$ cat src/dspt_pkg.sv
/*
 * Constants, register map and field layout of the dual-slope PWM timer.
 * Assumes an APB master with 32-bit data and one 8-bit register per aligned word.
 */
// Summary of operation
// - Mode selector 8 or 9 runs dual-slope counting, zero up to TOP and back.
// - TOP is the capture/top register in mode 8, compare A in mode 9.
// - Counter sits at TOP for one tick, then counts downward.
// - Non-inverting clears output on up-match, sets on down-match; inverting reversed.
// - Output-mode field two gives non-inverted PWM, three gives inverted PWM.
// - TOP may range from 0x0003 (2-bit) up to the 16-bit maximum.
// - Active compare values load from buffers at BOTTOM; overflow flag set then.
// - The register defining TOP gets its compare-A or capture flag set at TOP.
// - Compare-match flag sets whenever counter equals active compare value, either direction.
// - Software keeps TOP at or above compare values; else that channel never matches.
// - Compare output reaches the pin only while its direction bit selects output.
// - Compare at BOTTOM holds output low, at TOP high; inverted mode opposite.
// - Timer tick comes from the clock through divide ratios 1, 8, 64, 256, 1024.
// - Fully synchronous; the tick is only an enable for counting, flags, buffers.
// - Counter, compares and capture are 16-bit, reached by bytes via one temp byte.
// - Low-byte write loads temp high byte and low byte together in one cycle.
// - Counter or capture low-byte read copies the register's high byte into temp in that cycle.
// - Compare high-byte reads return directly, leaving the temp byte untouched.
// - One period lasts twice TOP ticks: clock over two times prescale times TOP.
// - Field value one with top mode bit set toggles output A; B reserved.
package dspt_pkg;
	localparam int ADDR_W = 8;
	localparam int DATA_W = 32;

	// Register byte addresses
	localparam logic [7:0] OFS_CTRL_A = 8'h00;
	localparam logic [7:0] OFS_CTRL_B = 8'h04;
	localparam logic [7:0] OFS_CNT_L  = 8'h08;
	localparam logic [7:0] OFS_CNT_H  = 8'h0c;
	localparam logic [7:0] OFS_CMPA_L = 8'h10;
	localparam logic [7:0] OFS_CMPA_H = 8'h14;
	localparam logic [7:0] OFS_CMPB_L = 8'h18;
	localparam logic [7:0] OFS_CMPB_H = 8'h1c;
	localparam logic [7:0] OFS_CAP_L  = 8'h20;
	localparam logic [7:0] OFS_CAP_H  = 8'h24;
	localparam logic [7:0] OFS_FLAGS  = 8'h28;
	localparam logic [7:0] OFS_DIR    = 8'h2c;

	// Writable bits and reset values
	localparam logic [7:0] CTRL_A_MASK = 8'hf3;
	localparam logic [7:0] CTRL_B_MASK = 8'h1f;
	localparam logic [7:0] CTRL_A_RST  = 8'h00;
	localparam logic [7:0] CTRL_B_RST  = 8'h00;

	// Field positions
	localparam int MODE_A_POS  = 6;
	localparam int MODE_B_POS  = 4;
	localparam int MSEL_LO_POS = 0;
	localparam int MSEL_HI_POS = 3;
	localparam int CSEL_POS    = 0;
	localparam int FLAG_OVF    = 0;
	localparam int FLAG_CMPA   = 1;
	localparam int FLAG_CMPB   = 2;
	localparam int FLAG_CAP    = 3;
	localparam int DIR_A_POS   = 0;
	localparam int DIR_B_POS   = 1;

	// Waveform modes handled here
	localparam logic [3:0] MODE_TOP_CAP  = 4'h8;
	localparam logic [3:0] MODE_TOP_CMPA = 4'h9;

	// Output-mode field codes
	localparam logic [1:0] OM_OFF    = 2'h0;
	localparam logic [1:0] OM_TOGGLE = 2'h1;
	localparam logic [1:0] OM_NONINV = 2'h2;
	localparam logic [1:0] OM_INV    = 2'h3;

	localparam logic [15:0] BOTTOM  = 16'h0000;
	localparam logic [15:0] TOP_MIN = 16'h0003;

	// Prescaler selections and masks
	localparam int PRESC_W = 10;
	localparam logic [2:0] CSEL_STOP = 3'h0;
	localparam logic [2:0] CSEL_1    = 3'h1;
	localparam logic [2:0] CSEL_8    = 3'h2;
	localparam logic [2:0] CSEL_64   = 3'h3;
	localparam logic [2:0] CSEL_256  = 3'h4;
	localparam logic [2:0] CSEL_1024 = 3'h5;
	localparam logic [9:0] DIV_1_MASK    = 10'h000;
	localparam logic [9:0] DIV_8_MASK    = 10'h007;
	localparam logic [9:0] DIV_64_MASK   = 10'h03f;
	localparam logic [9:0] DIV_256_MASK  = 10'h0ff;
	localparam logic [9:0] DIV_1024_MASK = 10'h3ff;
endpackage

$ cat src/dspt_prescaler.sv
/*
 * Timer tick generator: free divider with selectable ratio.
 * Assumes one clock; the tick is a one-cycle enable, never a clock.
 */
`timescale 1ns/1ps
module dspt_prescaler (
	input  wire logic       ref_clk,
	input  wire logic       rstn,
	input  wire logic [2:0] clk_sel,
	output logic            tick
);
	import dspt_pkg::*;

	typedef struct packed {
		logic [PRESC_W-1:0] cnt;
		logic               tick;
	} dspt_presc_type;

	dspt_presc_type s;
	dspt_presc_type next_s;
	logic [PRESC_W-1:0] mask;

	// Divide ratio select; unknown codes stop the timer
	always_comb begin
		next_s = s;
		mask = DIV_1_MASK;
		case (clk_sel)
			CSEL_8:    mask = DIV_8_MASK;
			CSEL_64:   mask = DIV_64_MASK;
			CSEL_256:  mask = DIV_256_MASK;
			CSEL_1024: mask = DIV_1024_MASK;
			default:   mask = DIV_1_MASK;
		endcase
		if (clk_sel >= CSEL_1 && clk_sel <= CSEL_1024) begin
			next_s.cnt  = s.cnt + 1'b1;
			next_s.tick = (s.cnt & mask) == mask;
		end else begin
			next_s.cnt  = '0;
			next_s.tick = 1'b0;
		end
	end

	always_ff @(posedge ref_clk or negedge rstn) begin
		if (!rstn) begin
			s <= '0;
		end else begin
			s <= next_s;
		end
	end

	assign tick = s.tick;
endmodule

$ cat src/dspt_compare_out.sv
/*
 * One compare output unit: waveform flip-flop and pin enable.
 * Assumes count, compare and TOP are stable values from the counter core.
 */
`timescale 1ns/1ps
module dspt_compare_out #(
	parameter bit TOGGLE_OK = 1'b1
) (
	input  wire logic        ref_clk,
	input  wire logic        rstn,
	input  wire logic        run,
	input  wire logic [15:0] count_value,
	input  wire logic [15:0] compare_value,
	input  wire logic [15:0] top,
	input  wire logic        count_up,
	input  wire logic [1:0]  output_mode_field,
	input  wire logic        mode_sel_hi,
	input  wire logic        pin_direction_bit,
	output logic             compare_output,
	output logic             compare_output_oe
);
	import dspt_pkg::*;

	typedef struct packed {
		logic level;
		logic oe;
	} dspt_cmp_type;

	dspt_cmp_type s;
	dspt_cmp_type next_s;
	logic         inv;
	logic         toggle_mode;

	// Waveform update on each tick; extremes are forced so no stray spikes
	always_comb begin
		next_s = s;
		inv = output_mode_field == OM_INV;
		toggle_mode = TOGGLE_OK && mode_sel_hi && output_mode_field == OM_TOGGLE;
		if (run) begin
			if (output_mode_field == OM_NONINV || output_mode_field == OM_INV) begin
				if (compare_value == BOTTOM) begin
					next_s.level = inv;
				end else if (compare_value >= top) begin
					next_s.level = ~inv;
				end else if (count_value == compare_value) begin
					next_s.level = count_up ? inv : ~inv;
				end
			end else if (toggle_mode && count_value == compare_value) begin
				next_s.level = ~s.level;
			end
		end
		// Channel B treats toggle code as reserved and stays off the pin
		next_s.oe = pin_direction_bit && (output_mode_field != OM_OFF)
			&& (output_mode_field != OM_TOGGLE || toggle_mode);
	end

	always_ff @(posedge ref_clk or negedge rstn) begin
		if (!rstn) begin
			s <= '0;
		end else begin
			s <= next_s;
		end
	end

	assign compare_output    = s.level;
	assign compare_output_oe = s.oe;
endmodule

$ cat src/dspt_timer.sv
/*
 * Dual-slope 16-bit PWM timer with byte-wide registers behind an APB slave.
 * Assumes a single 100 MHz clock and an APB master on that clock; pins are
 * resolved outside from each output and its enable.
 */
`timescale 1ns/1ps
module dspt_timer (
	input  wire logic                       ref_clk,
	input  wire logic                       rstn,
	input  wire logic                       psel,
	input  wire logic                       penable,
	input  wire logic                       pwrite,
	input  wire logic [dspt_pkg::ADDR_W-1:0] paddr,
	input  wire logic [dspt_pkg::DATA_W-1:0] pwdata,
	output logic      [dspt_pkg::DATA_W-1:0] prdata,
	output logic                            pready,
	output logic                            pslverr,
	output logic                            compare_output_a,
	output logic                            compare_output_a_oe,
	output logic                            compare_output_b,
	output logic                            compare_output_b_oe
);
	import dspt_pkg::*;

	typedef struct packed {
		logic [7:0]  ctrl_a;
		logic [7:0]  ctrl_b;
		logic [7:0]  temp;
		logic [7:0]  snap_hi;
		logic        snap_load;
		logic [15:0] count_value;
		logic        count_up;
		logic [15:0] cmp_a_buf;
		logic [15:0] compare_value_a;
		logic [15:0] cmp_b_buf;
		logic [15:0] compare_value_b;
		logic [15:0] capture_top_value;
		logic [3:0]  flags;
		logic [1:0]  pin_dir;
		logic [31:0] prdata;
		logic        pready;
		logic        pslverr;
	} dspt_state_type;

	dspt_state_type s;
	dspt_state_type next_s;

	logic        timer_tick;
	logic [3:0]  waveform_mode_sel;
	logic        dual;
	logic        run;
	logic [15:0] top;
	logic        setup;
	logic        access;
	logic        wr;
	logic [7:0]  wbyte;
	logic [7:0]  rbyte;
	logic        hit;
	logic [3:0]  flag_set;
	logic [3:0]  flag_clr;
	logic        at_top;
	logic        at_bottom;

	// Mode and TOP selection
	assign waveform_mode_sel = {s.ctrl_b[MSEL_HI_POS +: 2], s.ctrl_a[MSEL_LO_POS +: 2]};
	assign dual = waveform_mode_sel == MODE_TOP_CAP
		|| waveform_mode_sel == MODE_TOP_CMPA;
	assign top = (waveform_mode_sel == MODE_TOP_CAP) ? s.capture_top_value
		: s.compare_value_a;
	assign run = timer_tick && dual;
	assign at_top = s.count_value >= top;
	assign at_bottom = s.count_value == BOTTOM;

	// Bus phases; setup loads read data and ready, the access edge applies writes
	assign setup  = psel && !penable;
	assign access = psel && penable && s.pready;
	assign wr     = access && pwrite;
	assign wbyte  = pwdata[7:0];

	// Counter, flags, buffers and register file
	always_comb begin
		next_s = s;
		flag_set = '0;
		flag_clr = '0;
		rbyte = '0;
		hit = 1'b1;

		// Counting runs only on a tick in the dual-slope modes
		if (run) begin
			if (s.count_up) begin
				// Lowered TOP below the count still turns the slope round
				if (at_top) begin
					next_s.count_up = 1'b0;
					next_s.count_value = s.count_value - 1'b1;
				end else begin
					next_s.count_value = s.count_value + 1'b1;
				end
			end else begin
				if (at_bottom) begin
					// Turning at both ends gives a period of twice TOP ticks
					next_s.count_up = 1'b1;
					next_s.count_value = s.count_value + 1'b1;
				end else begin
					next_s.count_value = s.count_value - 1'b1;
				end
			end
			if (at_bottom) begin
				next_s.compare_value_a = s.cmp_a_buf;
				next_s.compare_value_b = s.cmp_b_buf;
				flag_set[FLAG_OVF] = 1'b1;
			end
			if (s.count_value == top) begin
				if (waveform_mode_sel == MODE_TOP_CAP) begin
					flag_set[FLAG_CAP] = 1'b1;
				end else begin
					flag_set[FLAG_CMPA] = 1'b1;
				end
			end
			// A compare above TOP is never reached, so never flags
			if (s.count_value == s.compare_value_a) begin
				flag_set[FLAG_CMPA] = 1'b1;
			end
			if (s.count_value == s.compare_value_b) begin
				flag_set[FLAG_CMPB] = 1'b1;
			end
		end

		// Setup cycle: decode, capture read data and the high-byte snapshot
		if (setup) begin
			next_s.pready = 1'b1;
			next_s.snap_load = 1'b0;
			next_s.snap_hi = s.temp;
			if (paddr == OFS_CTRL_A) begin
				rbyte = s.ctrl_a;
			end else if (paddr == OFS_CTRL_B) begin
				rbyte = s.ctrl_b;
			end else if (paddr == OFS_CNT_L) begin
				rbyte = s.count_value[7:0];
				next_s.snap_hi = s.count_value[15:8];
				next_s.snap_load = !pwrite;
			end else if (paddr == OFS_CNT_H) begin
				rbyte = s.temp;
			end else if (paddr == OFS_CMPA_L) begin
				rbyte = s.cmp_a_buf[7:0];
			end else if (paddr == OFS_CMPA_H) begin
				rbyte = s.cmp_a_buf[15:8];
			end else if (paddr == OFS_CMPB_L) begin
				rbyte = s.cmp_b_buf[7:0];
			end else if (paddr == OFS_CMPB_H) begin
				rbyte = s.cmp_b_buf[15:8];
			end else if (paddr == OFS_CAP_L) begin
				rbyte = s.capture_top_value[7:0];
				next_s.snap_hi = s.capture_top_value[15:8];
				next_s.snap_load = !pwrite;
			end else if (paddr == OFS_CAP_H) begin
				rbyte = s.temp;
			end else if (paddr == OFS_FLAGS) begin
				rbyte = {4'h0, s.flags};
			end else if (paddr == OFS_DIR) begin
				rbyte = {6'h00, s.pin_dir};
			end else begin
				hit = 1'b0;
			end
			next_s.prdata = pwrite ? 32'h0000_0000 : {24'h00_0000, rbyte};
			next_s.pslverr = !hit;
		end

		// Access edge: read side effect and writes
		if (access) begin
			next_s.pready = 1'b0;
			next_s.pslverr = 1'b0;
			if (s.snap_load) begin
				next_s.temp = s.snap_hi;
			end
		end
		if (wr) begin
			if (paddr == OFS_CTRL_A) begin
				next_s.ctrl_a = wbyte & CTRL_A_MASK;
			end else if (paddr == OFS_CTRL_B) begin
				next_s.ctrl_b = wbyte & CTRL_B_MASK;
			end else if (paddr == OFS_CNT_L) begin
				// Software write overrides the tick in the same cycle
				next_s.count_value = {s.temp, wbyte};
			end else if (paddr == OFS_CMPA_L) begin
				next_s.cmp_a_buf = {s.temp, wbyte};
				if (!dual) begin
					next_s.compare_value_a = {s.temp, wbyte};
				end
			end else if (paddr == OFS_CMPB_L) begin
				next_s.cmp_b_buf = {s.temp, wbyte};
				if (!dual) begin
					next_s.compare_value_b = {s.temp, wbyte};
				end
			end else if (paddr == OFS_CAP_L) begin
				// Capture/top has no buffer, so a new TOP acts at once
				next_s.capture_top_value = {s.temp, wbyte};
			end else if (paddr == OFS_CNT_H || paddr == OFS_CMPA_H
				|| paddr == OFS_CMPB_H || paddr == OFS_CAP_H) begin
				next_s.temp = wbyte;
			end else if (paddr == OFS_FLAGS) begin
				flag_clr = wbyte[3:0];
			end else if (paddr == OFS_DIR) begin
				next_s.pin_dir = wbyte[1:0];
			end
		end

		// A flag event in the clearing cycle survives the clear
		next_s.flags = (s.flags & ~flag_clr) | flag_set;
	end

	always_ff @(posedge ref_clk or negedge rstn) begin
		if (!rstn) begin
			s <= '0;
			s.ctrl_a <= CTRL_A_RST;
			s.ctrl_b <= CTRL_B_RST;
			s.count_up <= 1'b1;
		end else begin
			s <= next_s;
		end
	end

	// Tick source
	dspt_prescaler u_presc (
		.ref_clk (ref_clk),
		.rstn    (rstn),
		.clk_sel (s.ctrl_b[CSEL_POS +: 3]),
		.tick    (timer_tick)
	);

	// Channel A may toggle; channel B treats that code as reserved
	dspt_compare_out #(.TOGGLE_OK(1'b1)) u_cmp_a (
		.ref_clk           (ref_clk),
		.rstn              (rstn),
		.run               (run),
		.count_value       (s.count_value),
		.compare_value     (s.compare_value_a),
		.top               (top),
		.count_up          (s.count_up),
		.output_mode_field (s.ctrl_a[MODE_A_POS +: 2]),
		.mode_sel_hi       (waveform_mode_sel[3]),
		.pin_direction_bit (s.pin_dir[DIR_A_POS]),
		.compare_output    (compare_output_a),
		.compare_output_oe (compare_output_a_oe)
	);

	dspt_compare_out #(.TOGGLE_OK(1'b0)) u_cmp_b (
		.ref_clk           (ref_clk),
		.rstn              (rstn),
		.run               (run),
		.count_value       (s.count_value),
		.compare_value     (s.compare_value_b),
		.top               (top),
		.count_up          (s.count_up),
		.output_mode_field (s.ctrl_a[MODE_B_POS +: 2]),
		.mode_sel_hi       (waveform_mode_sel[3]),
		.pin_direction_bit (s.pin_dir[DIR_B_POS]),
		.compare_output    (compare_output_b),
		.compare_output_oe (compare_output_b_oe)
	);

	// Bus answers straight from the state register
	assign prdata  = s.prdata;
	assign pready  = s.pready;
	assign pslverr = s.pslverr;
endmodule

$ cat config.mk
export PLATFORM = sky130hd
export DESIGN_NAME = dspt_timer
export DESIGN_NICKNAME = d
export VERILOG_FILES = /design/src/dspt_pkg.sv /design/src/dspt_prescaler.sv /design/src/dspt_compare_out.sv /design/src/dspt_timer.sv
export SDC_FILE = /design/constraint.sdc
export NUM_CORES = 1
export LEC_CHECK = 0
export ABC_AREA = 1
export ABC_CLOCK_PERIOD_IN_PS = 5250
export BUFFER_PORTS_ARGS = -buffer_cell sky130_fd_sc_hd__buf_4
export CAP_MARGIN = 15
export CORE_MARGIN = 5
export CORE_UTILIZATION = 59
export DETAILED_ROUTE_END_ITERATION = 8
export HOLD_SLACK_MARGIN = 0.03
export PLACE_DENSITY = 0.79
export SETUP_SLACK_MARGIN = 0.4
export SYNTH_ARGS = -nofsm -noshare
export SYNTH_HDL_FRONTEND = slang
export SYNTH_HIERARCHICAL = 1
export SYNTH_SLANG_ARGS = --single-unit
export TNS_END_PERCENT = 30
$ cat constraint.sdc
create_clock -name ref_clk -period 5.25 [get_ports ref_clk]
set_clock_uncertainty 0.05 [all_clocks]
set_input_delay 0.7875 -clock ref_clk [delete_from_list [all_inputs] [get_ports ref_clk]]
set_output_delay 0.7875 -clock ref_clk [all_outputs]
set_load 0.005 [all_outputs]
# Yosys cells after proc, flatten, opt, wreduce, memory -nomap -nowiden
# Index checks and enable logic that the tools add are counted.
dict set report word_totals {
  register_bits 156
  wordCells 215
}
dict set report classes {
  bitwise_logic 15
  magnitude_cmp 5
  n_eq_ne 29
  n_mux 101
  n_reduce_logical 39
  addsub 3
}
# operator n
set ops {}
lappend ops {{16-bit 2-to-1 mux} 16}
lappend ops {{64-bit 2-to-1 mux} 4}
lappend ops {{8-bit 2-to-1 mux} 21}
lappend ops {{9-bit 2-to-1 mux} 9}
lappend ops {{16-bit == test} 3}
lappend ops {{16-bit >= comparator} 3}
lappend ops {{16-bit logical NOT} 3}
lappend ops {{48-bit 2-to-1 mux} 1}
lappend ops {{4-bit 2-to-1 mux} 11}
lappend ops {{10-bit one-hot mux with 4 select lines} 1}
lappend ops {{17-bit 2-to-1 mux} 2}
lappend ops {{8-bit by 5-bit == test with 1-bit output (second input constant)} 4}
lappend ops {{8-bit by 6-bit == test with 1-bit output (second input constant)} 4}
lappend ops {{32-bit 2-to-1 mux} 1}
lappend ops {{1-bit 2-to-1 mux} 31}
lappend ops {{16-bit by 1-bit adder with 16-bit output (second input constant)} 1}
lappend ops {{8-bit by 4-bit == test with 1-bit output (second input constant)} 2}
lappend ops {{16-bit by 1-bit subtractor with 16-bit output (second input constant)} 1}
lappend ops {{1-bit logical AND} 12}
lappend ops {{11-bit 2-to-1 mux} 1}
lappend ops {{1-bit NOT} 11}
lappend ops {{10-bit by 1-bit adder with 10-bit output (second input constant)} 1}
lappend ops {{10-bit bitwise AND} 1}
lappend ops {{10-bit == test} 1}
lappend ops {{other kinds (25)} 47}

# Longest topological paths before layout
# Gate-level depths: netlist (run 1).
dict set report depth {
  ltp_word 17
  mapped_depth 24
}

# Hierarchy
# The synthesis (run 1) kept the hierarchy.
# module area_per_inst_um2 cells_per_inst n_inst
set modules_own_cells {}
lappend modules_own_cells {dspt_timer 9245.1 1242 1}
lappend modules_own_cells {{dspt_compare_out (u_cmp_b)} 928.4 184 1}
lappend modules_own_cells {{dspt_compare_out (u_cmp_a)} 858.3 145 1}
lappend modules_own_cells {dspt_prescaler 598.1 82 1}

# Least setup slack after synthesis (run 1)
# No wires, ideal clock.
dict set report synth_path {
  path_type {flip-flop to flip-flop}
  start {register s[163] in the netlist's numbering}
  end {register s[131] in the netlist's numbering}
  synth_period_minus_slack_ps 2818
  path_stages_with_launch 22
  arrival_time_ps 2649
  slack_ps 2432
  path_buffers 2
  path_cell_list {dfrtp_1 nor2_1 nand2_1 nor2_1 clkbuf_1 or2_2 o21ai_0 ha_1 nand2_1 nor2_1 nand2_1 inv_1 nand3_1 nand2_1 nor2_1 nand2_1 buf_2 nand3_1 nand3_1 nand3_1 o21ai_0 inv_1}
}
# item line
set synth_rtl {}
lappend synth_rtl {{from (decl)} dspt_timer.sv:45} ;# dspt_state_type s;
lappend synth_rtl {{from (signal assigned)} dspt_timer.sv:218} ;# s <= next_s;

==> results.py, run 1 <==
metrics = {
    "run_status": {
        "status": "finished, final reports clean",
    },
    "setup_path": {
        "r2r-start": "s[163]",
        "reg2reg_slack_ps": 1280,
        "crit_arrival_ps": 4220,
        "rr_worst_depth": 20,
        "worstSetupPathType": "register to register",
        "crit_path_frequent_cell": "nand2_1",
        "rr_endpoint": "s[125]",
        "crit_path_start_kind": "register",
        "crit_slowest_cell": "o21ai_0",
        "cpPeakStageDelay_ps": 430,
        "path_cells": "nor2_1 > nand2_1 > nor2_1 > inv_1 > o21ai_0 > inv_1 > ha_1 > nand2_1 > nor2_1 > nand2_1 > inv_1 > nand3_1 > nand2_1 > nor2_1 > nand2_1 > nand2_4 > nand2_1 > nand2_1 > a21oi_1 > a21oi_1",
        "required_ps": 5500,
        "end_kind": "register",
        "crit_fanout": 21,
    },
    "timing": {
        "slew-limit-headroom_pct": 26.4,
        "slew_viol_final": 0,
        "finalSetupTns_ps": 0,
        "finalHoldViolCount": 0,
        "tightestPinTransition_ps": 1100,
        "finalCritPeriodShare_pct": 75.6,
        "fmax_mhz": 252,
        "layout_min_cycle_time_ps": 3970,
        "setup_viol": 0,
        "rsz0062_at_grt": "no",
    },
    "grt": {
        "grt_overflow": 0,
        "grt_pass1_vias": 9909,
        "antenna_found_initial": 0,
        "grt_max_degree": 80,
        "grt_pass1_wl_microns": 54600,
        "grt_use_total_pct": 31.6,
    },
    "clocking": {
        "cts_hold_buffers": 0,
        "clockRootBuffer": "clkbuf_16",
        "cts_resized": 0,
        "cts_buffer_depth": 2,
        "h-tree-depth": 4,
        "cts_tree": "done",
        "clock_sinks": 156,
        "clk_latency_ps": 440,
        "cts_setup_buffers": 0,
        "cts-buffers-inserted": 17,
        "path_clk_slew_ps": 70,
    },
    "placement": {
        "numPortBuffers": 34,
        "dp_hpwl_microns": 26000,
        "place_congestion": 0.981,
    },
    "detailed_routing": {
        "remaining_drc_errors": 0,
        "drt_iter0_drc": 1154,
        "wl_per_cell_microns": 18.1,
        "detail_route.first_pass.iterations": 6,
        "ant_nets": 0,
        "viasPerCell": 5.64,
        "wl_microns": 34900,
        "num_vias": 10900,
    },
    "final_layout": {
        "final_util_pct": 63.6,
        "areaGrowthSynthToFinish_pct": 6.43,
        "nets": 1747,
        "fill_cells": 1782,
        "n_antenna_cell": 0,
        "drive_gt1_share_pct": 10.4,
    },
    "floorplan": {
        "num_rows": 51,
        "start_util_pct": 59.8,
        "ios": 83,
        "dieArea_sq_mm": 0.0226,
        "die_w_microns": 150,
        "die_h_microns": 150,
        "core-area_sq_mm": 0.0195,
    },
    "yosys": {
        "synthFlopType": "dfrtp_1",
        "synth.avg_cell_area_sq_um": 7.04,
        "yosys_warnings": 6,
        "synth.distinct_cells": 47,
        "syn_area_sq_mm": 0.0116,
        "synth_cells": 1653,
        "synth_edf_count": 0,
        "synthArstFlopShare_pct": 100,
        "ys_seq_area_share_pct": 33.6,
        "ys_seq_elements": 156,
    },
    "worst_hold_path": {
        "hold_path_class": "primary input to asynchronous set/reset pin",
    },
    "run": {
        "cap_violations": 0,
    },
    "pwr": {
        "powerDensity_mw_per_mm2": 223,
        "ir_worst_vdd_mv": 0.227,
        "leakage_nw": 6.45,
    },
}
[how the worst max path moves through the flow]
stage / start / to / slack [ps] / cells after the start
4_1_cts: s[163] / s[125] / 1390 / 20
5_1_grt: s[163] / s[124] / 980 / 21
2_1_floorplan: s[163] / s[131] / 2430 / 21
3_3_place_gp: s[163] / s[131] / 1490 / 21
3_5_place_dp: s[163] / s[125] / 1420 / 20
6_report: s[163] / s[125] / 1280 / 20
[metal layers]
metal	vias to the layer above	track usage, %	part of all wire (%)
met5	-	0	0
met4	0	12.4	3.9
met3	95	6.08	10
met2	500	48.7	45
met1	5074	44.2	41
li1	5207	-	-
[kinds of logic after synthesis]
group,Yosys count,share of synthesized area [%]
AO/OA/AOI/OAI,275,13.2
XOR/XNOR,67,5.05
adder cells (fa/ha/maj),51,5.49
buffers and inverters,339,13.0
flip-flops,156,33.6
other,1,0.0322
AND/OR/NAND/NOR,764,29.6
[placed cells by master, fill, tap and decap left out, types with 6 or more instances in the layout]
cell,synthesis,routed
buf_4,39,42
o21ai_1,29,29
nor2_2,18,18
nand3_2,10,10
o211ai_2,9,9
nand2_2,6,6
nor2_4,13,13
a21oi_1,56,56
nand3_1,77,77
nand2_1,428,428
nor3_1,9,9
dfrtp_1,155,155
inv_6,0,7
o22ai_1,12,12
ha_1,51,51
inv_2,18,18
clkbuf_16,0,17
xnor2_1,28,28
nor2_1,137,137
xor2_1,39,39
o211ai_1,14,14
or2_2,11,11
conb_1,1,24
inv_1,228,228
o21ai_0,141,141
nand4_1,37,37
[metrics by stage]
step	worst slack (ps)	hold slack [ps]	instance area, sq um	std cells	total power (W)
3_3_place_gp	1490	419	11800	1897	0.00154
2_1_floorplan	2430	400	11700	1676	0.00145
5_1_grt	976	388	12400	1929	0.00285
4_1_cts	1390	355	12400	1929	0.00276
3_5_place_dp	1420	417	11800	1897	0.00155
6_report	1280	329	12400	1929	0.00276
[critical path: cells and delay by family (launching register included)]
kind / cells / cell delay, ps
AO/OA/AOI/OAI: 3 / 700
adder cells (fa/ha/maj): 1 / 300
buffers and inverters: 3 / 490
flip-flops: 1 / 400
AND/OR/NAND/NOR: 13 / 1900
[Yosys cell counts (all sizes together), types with 2 or more instances]
library cell | n | area share, %
inv | 246 | 7.9
o31ai | 2 | 0.13
o21ai | 170 | 7.3
o22ai | 12 | 0.65
a21o | 3 | 0.19
nor3 | 12 | 0.75
nand4 | 39 | 2.2
o221ai | 2 | 0.15
clkinv | 6 | 0.20
o211ai | 23 | 1.9
o2111ai | 2 | 0.15
dfrtp | 155 | 33
buf | 67 | 4.3
xnor2 | 28 | 2.1
ha | 51 | 5.5
a21oi | 56 | 2.4
xor2 | 39 | 2.9
or2 | 12 | 0.65
o21a | 2 | 0.13
nor2 | 169 | 6.8
nand2 | 438 | 15
nand3 | 87 | 4.2
nor4 | 5 | 0.40
clkbuf | 20 | 0.65
a31oi | 2 | 0.11
[cell type report]
type	count	area (sq um)	area share [%]
Clock buffer	17	425	3.44
Inverter	252	947	7.65
Multi-Input combinational cell	1181	6290	50.8
Timing Repair Buffer	43	327	2.64
Sequential cell	156	3910	31.5
Tap cell	265	332	2.68
Clock inverter	15	149	1.20
[registers in the layout (all words and copies together), names as in the netlist]
| name | flops |
|---|---|
| pready | 1 |
| u_presc/s | 10 |
| u_cmp_a/compare_output_oe | 1 |
| u_presc/tick | 1 |
| prdata | 8 |
| u_cmp_b/compare_output | 1 |
| s | 131 |
| pslverr | 1 |
| u_cmp_b/compare_output_oe | 1 |
| u_cmp_a/compare_output | 1 |
[power by group]
| group | total (W) | internal (W) | switching, W |
|---|---|---|---|
| clock | 0.00122 | 0.000668 | 0.000554 |
| combinational | 0.000251 | 0.0000771 | 0.000174 |
| sequential | 0.00128 | 0.00124 | 0.0000463 |
| total | 0.00276 | 0.00198 | 0.000775 |
No activity file was read; power rests on OpenSTA's default activity.
==> run 2: changes to the inputs <==
--- a/config.mk
+++ b/config.mk
@@ -6,11 +6,11 @@
 export NUM_CORES = 1
 export LEC_CHECK = 0
 export ABC_AREA = 1
-export ABC_CLOCK_PERIOD_IN_PS = 5250
+export ABC_CLOCK_PERIOD_IN_PS = 3270
 export BUFFER_PORTS_ARGS = -buffer_cell sky130_fd_sc_hd__buf_4
 export CAP_MARGIN = 15
 export CORE_MARGIN = 5
-export CORE_UTILIZATION = 59
+export CORE_UTILIZATION = 56
 export DETAILED_ROUTE_END_ITERATION = 8
 export HOLD_SLACK_MARGIN = 0.03
 export PLACE_DENSITY = 0.79
==> constraint.sdc (replaced) <==
create_clock -name ref_clk -period 3.27 [get_ports ref_clk]
set_clock_uncertainty 0.05 [all_clocks]
set_input_delay 0.4905 -clock ref_clk [delete_from_list [all_inputs] [get_ports ref_clk]]
set_output_delay 0.4905 -clock ref_clk [all_outputs]
set_load 0.005 [all_outputs]
==> run 2 against run 1 <==
Compared with the run above:
- clock power is 64% higher
- first-iteration DRC count is 29% higher
- sequential power rose by 61%
- utilization rose by 2.4 points
- critical endpoint is now s[129]
- power is 64% higher
- worst setup slack worse by 1000 ps
- largest cell class unchanged
- sequential share of layout area down 2.5 points
- register-to-register slack got worse by 1000 ps
- flip-flop and latch count is the same
- cell count up 3.7%
- die area rose by 5.0%
- global-route usage shrank 0.35 points
==> results.py, run 2 (synthesis gave the netlist of run 1 again) <==
metrics = {
    "run_status": {
        "status": "finished, final reports clean",
    },
    "setup_path": {
        "worstSetupPathType": "register to register",
        "rr_endpoint": "s[129]",
        "end_kind": "register",
        "cpPeakStageDelay_ps": 390,
        "critPathTopFamily": "simple AND/OR/NAND/NOR gates",
        "cp_num_cells": 21,
        "path_cells": "nor2_2 > nand2_2 > nor2_4 > clkinv_4 > o21ai_4 > inv_1 > ha_4 > nand2_1 > nor2_2 > nand2_2 > inv_2 > nand3_2 > nand2_2 > nor2_4 > nand2_8 > buf_8 > nand3_2 > nand3_1 > o211ai_1 > nand2_1 > inv_1",
        "rr_worst_depth": 21,
        "r2r-start": "s[163]",
        "crit_path_start_kind": "register",
        "crit_slowest_cell": "dfrtp_1",
        "required_ps": 3550,
        "reg2reg_slack_ps": 250,
        "crit_fanout": 7,
        "crit_path_frequent_cell": "nand2_2",
        "path_buf_inv": 5,
        "crit_arrival_ps": 3310,
    },
    "detailed_routing": {
        "ant_nets": 0,
        "viasPerCell": 5.86,
        "wl_microns": 38800,
        "remaining_drc_errors": 0,
        "drt_iter0_drc": 1485,
        "wl_per_cell_microns": 19.4,
        "detail_route.first_pass.iterations": 6,
        "num_vias": 11700,
    },
    "clocking": {
        "clockRootBuffer": "clkbuf_16",
        "cts_tree": "done",
        "clock_sinks": 156,
        "h-tree-depth": 4,
        "cts_buffer_depth": 2,
        "cts_hold_buffers": 0,
        "cts-buffers-inserted": 17,
        "clk_latency_ps": 450,
        "path_clk_slew_ps": 70,
    },
    "pwr": {
        "ir_worst_vdd_mv": 0.424,
        "p_seq_share_pct": 45.6,
        "swShare_pct": 29.0,
        "powerDensity_mw_per_mm2": 337,
        "finalPower_w": 0.00453,
        "p_comb_share_pct": 10.2,
        "power_frac_clock_pct": 44.2,
        "internal_power_w": 0.00321,
        "leakage_nw": 6.88,
        "switchingPower_w": 0.00131,
    },
    "final_layout": {
        "n_antenna_cell": 0,
        "fill_cells": 1705,
        "layout_commonest_cell": "nand2_1",
        "largest_register": "s",
        "areaGrowthSynthToFinish_pct": 15.5,
        "final_cell_mix": "nand2_1, inv_1, dfrtp_1",
        "finalNonFillerCells": 2001,
        "nets": 1815,
        "drive_gt1_share_pct": 17.9,
        "final_util_pct": 66.0,
        "largest_register_ffs": 131,
    },
    "floorplan": {
        "num_rows": 52,
        "die_h_microns": 154,
        "die_w_microns": 154,
        "ios": 83,
        "core-area_sq_mm": 0.0204,
        "start_util_pct": 57.1,
        "dieArea_sq_mm": 0.0237,
    },
    "timing": {
        "setup_viol": 0,
        "slew-limit-headroom_pct": 35.7,
        "slew_viol_final": 0,
        "finalCritPeriodShare_pct": 92.5,
        "tightestPinTransition_ps": 961,
        "fin_ws_ps": 245,
        "rsz0062_at_grt": "yes",
        "layout_min_cycle_time_ps": 3020,
        "finalHoldViolCount": 0,
        "fmax_mhz": 331,
    },
    "placement": {
        "numPortBuffers": 34,
        "place_congestion": 1.01,
        "dp_hpwl_microns": 27300,
        "dp.cells": 1936,
        "place_ws_ps": -90.6,
    },
    "grt": {
        "grt_pass1_vias": 10800,
        "grt_use_total_pct": 31.3,
        "antenna_found_initial": 0,
        "grt_pass1_wl_microns": 58500,
        "grt_max_degree": 79,
        "grt_overflow": 0,
    },
    "run": {
        "cap_violations": 0,
    },
    "worst_hold_path": {
        "hold_path_class": "primary input to asynchronous set/reset pin",
    },
}
-- run 2: cell types whose count changed in the layout (fill, tap and decap cells not counted), moves of 9 or more --
cell	delta
buf_4	+52
nand2_1	-22
nand2_2	+18
nand3_1	-11
nand3_2	+9
o21ai_0	-19
o21ai_2	+9
-- run 2: layout make-up --
class | count | area (sq um) | area share, %
tap | 270 | 338 | 2.52
clock buffer | 17 | 425 | 3.17
inverter | 252 | 952 | 7.09
timing repair buffer | 109 | 931 | 6.93
clock inverter | 14 | 155 | 1.16
multi-input combinational | 1183 | 6730 | 50.1
sequential | 156 | 3910 | 29.1
-- run 2: worst max path at each step --
stage	start	endpoint
6_report	s[163]	s[129]
5_1_grt	s[163]	s[129]
4_1_cts	s[157]	s[130]
3_5_place_dp	s[163]	s[131]
3_3_place_gp	s[163]	s[130]
2_1_floorplan	s[163]	s[131]
-- run 2: repair_timing --
item                                    in CTS  in global routing
pin swaps                                   20                 17
cloned                                       3                  1
resized for setup                           53                 77
endpoints found under the setup margin      20                 53
buffers inserted                            19                 11
-- run 2: power groups by stage --
stage / Clock, W / Combinational [W] / Sequential (W)
after global routing: 0.00209 / 0.000509 / 0.00207
after floorplan: 0 / 0.000261 / 0.00206
final: 0.00200 / 0.000461 / 0.00206
after detailed placement: 0 / 0.000415 / 0.00209
after CTS: 0.00200 / 0.000433 / 0.00206
after global placement: 0 / 0.000402 / 0.00209
-- run 2: per-stage QoR --
step | TNS, ps | hold slack (ps) | cell area (sq um)
floorplan | 0 | 145 | 11700
global placement | -170 | 416 | 12100
detailed placement | -682 | 417 | 12100
CTS | 0 | 70.5 | 13000
global route | 0 | 93.3 | 13400
finish | 0 | 23.4 | 13400
-- run 2: layer usage --
layer | routed length [microns] | vias up | global-route usage, %
li1 | - | 5353 | -
met1 | 14600 | 5411 | 41.0
met2 | 17400 | 786 | 49.4
met3 | 4600 | 177 | 6.91
met4 | 2210 | 0 | 14.7
met5 | 0 | - | 0
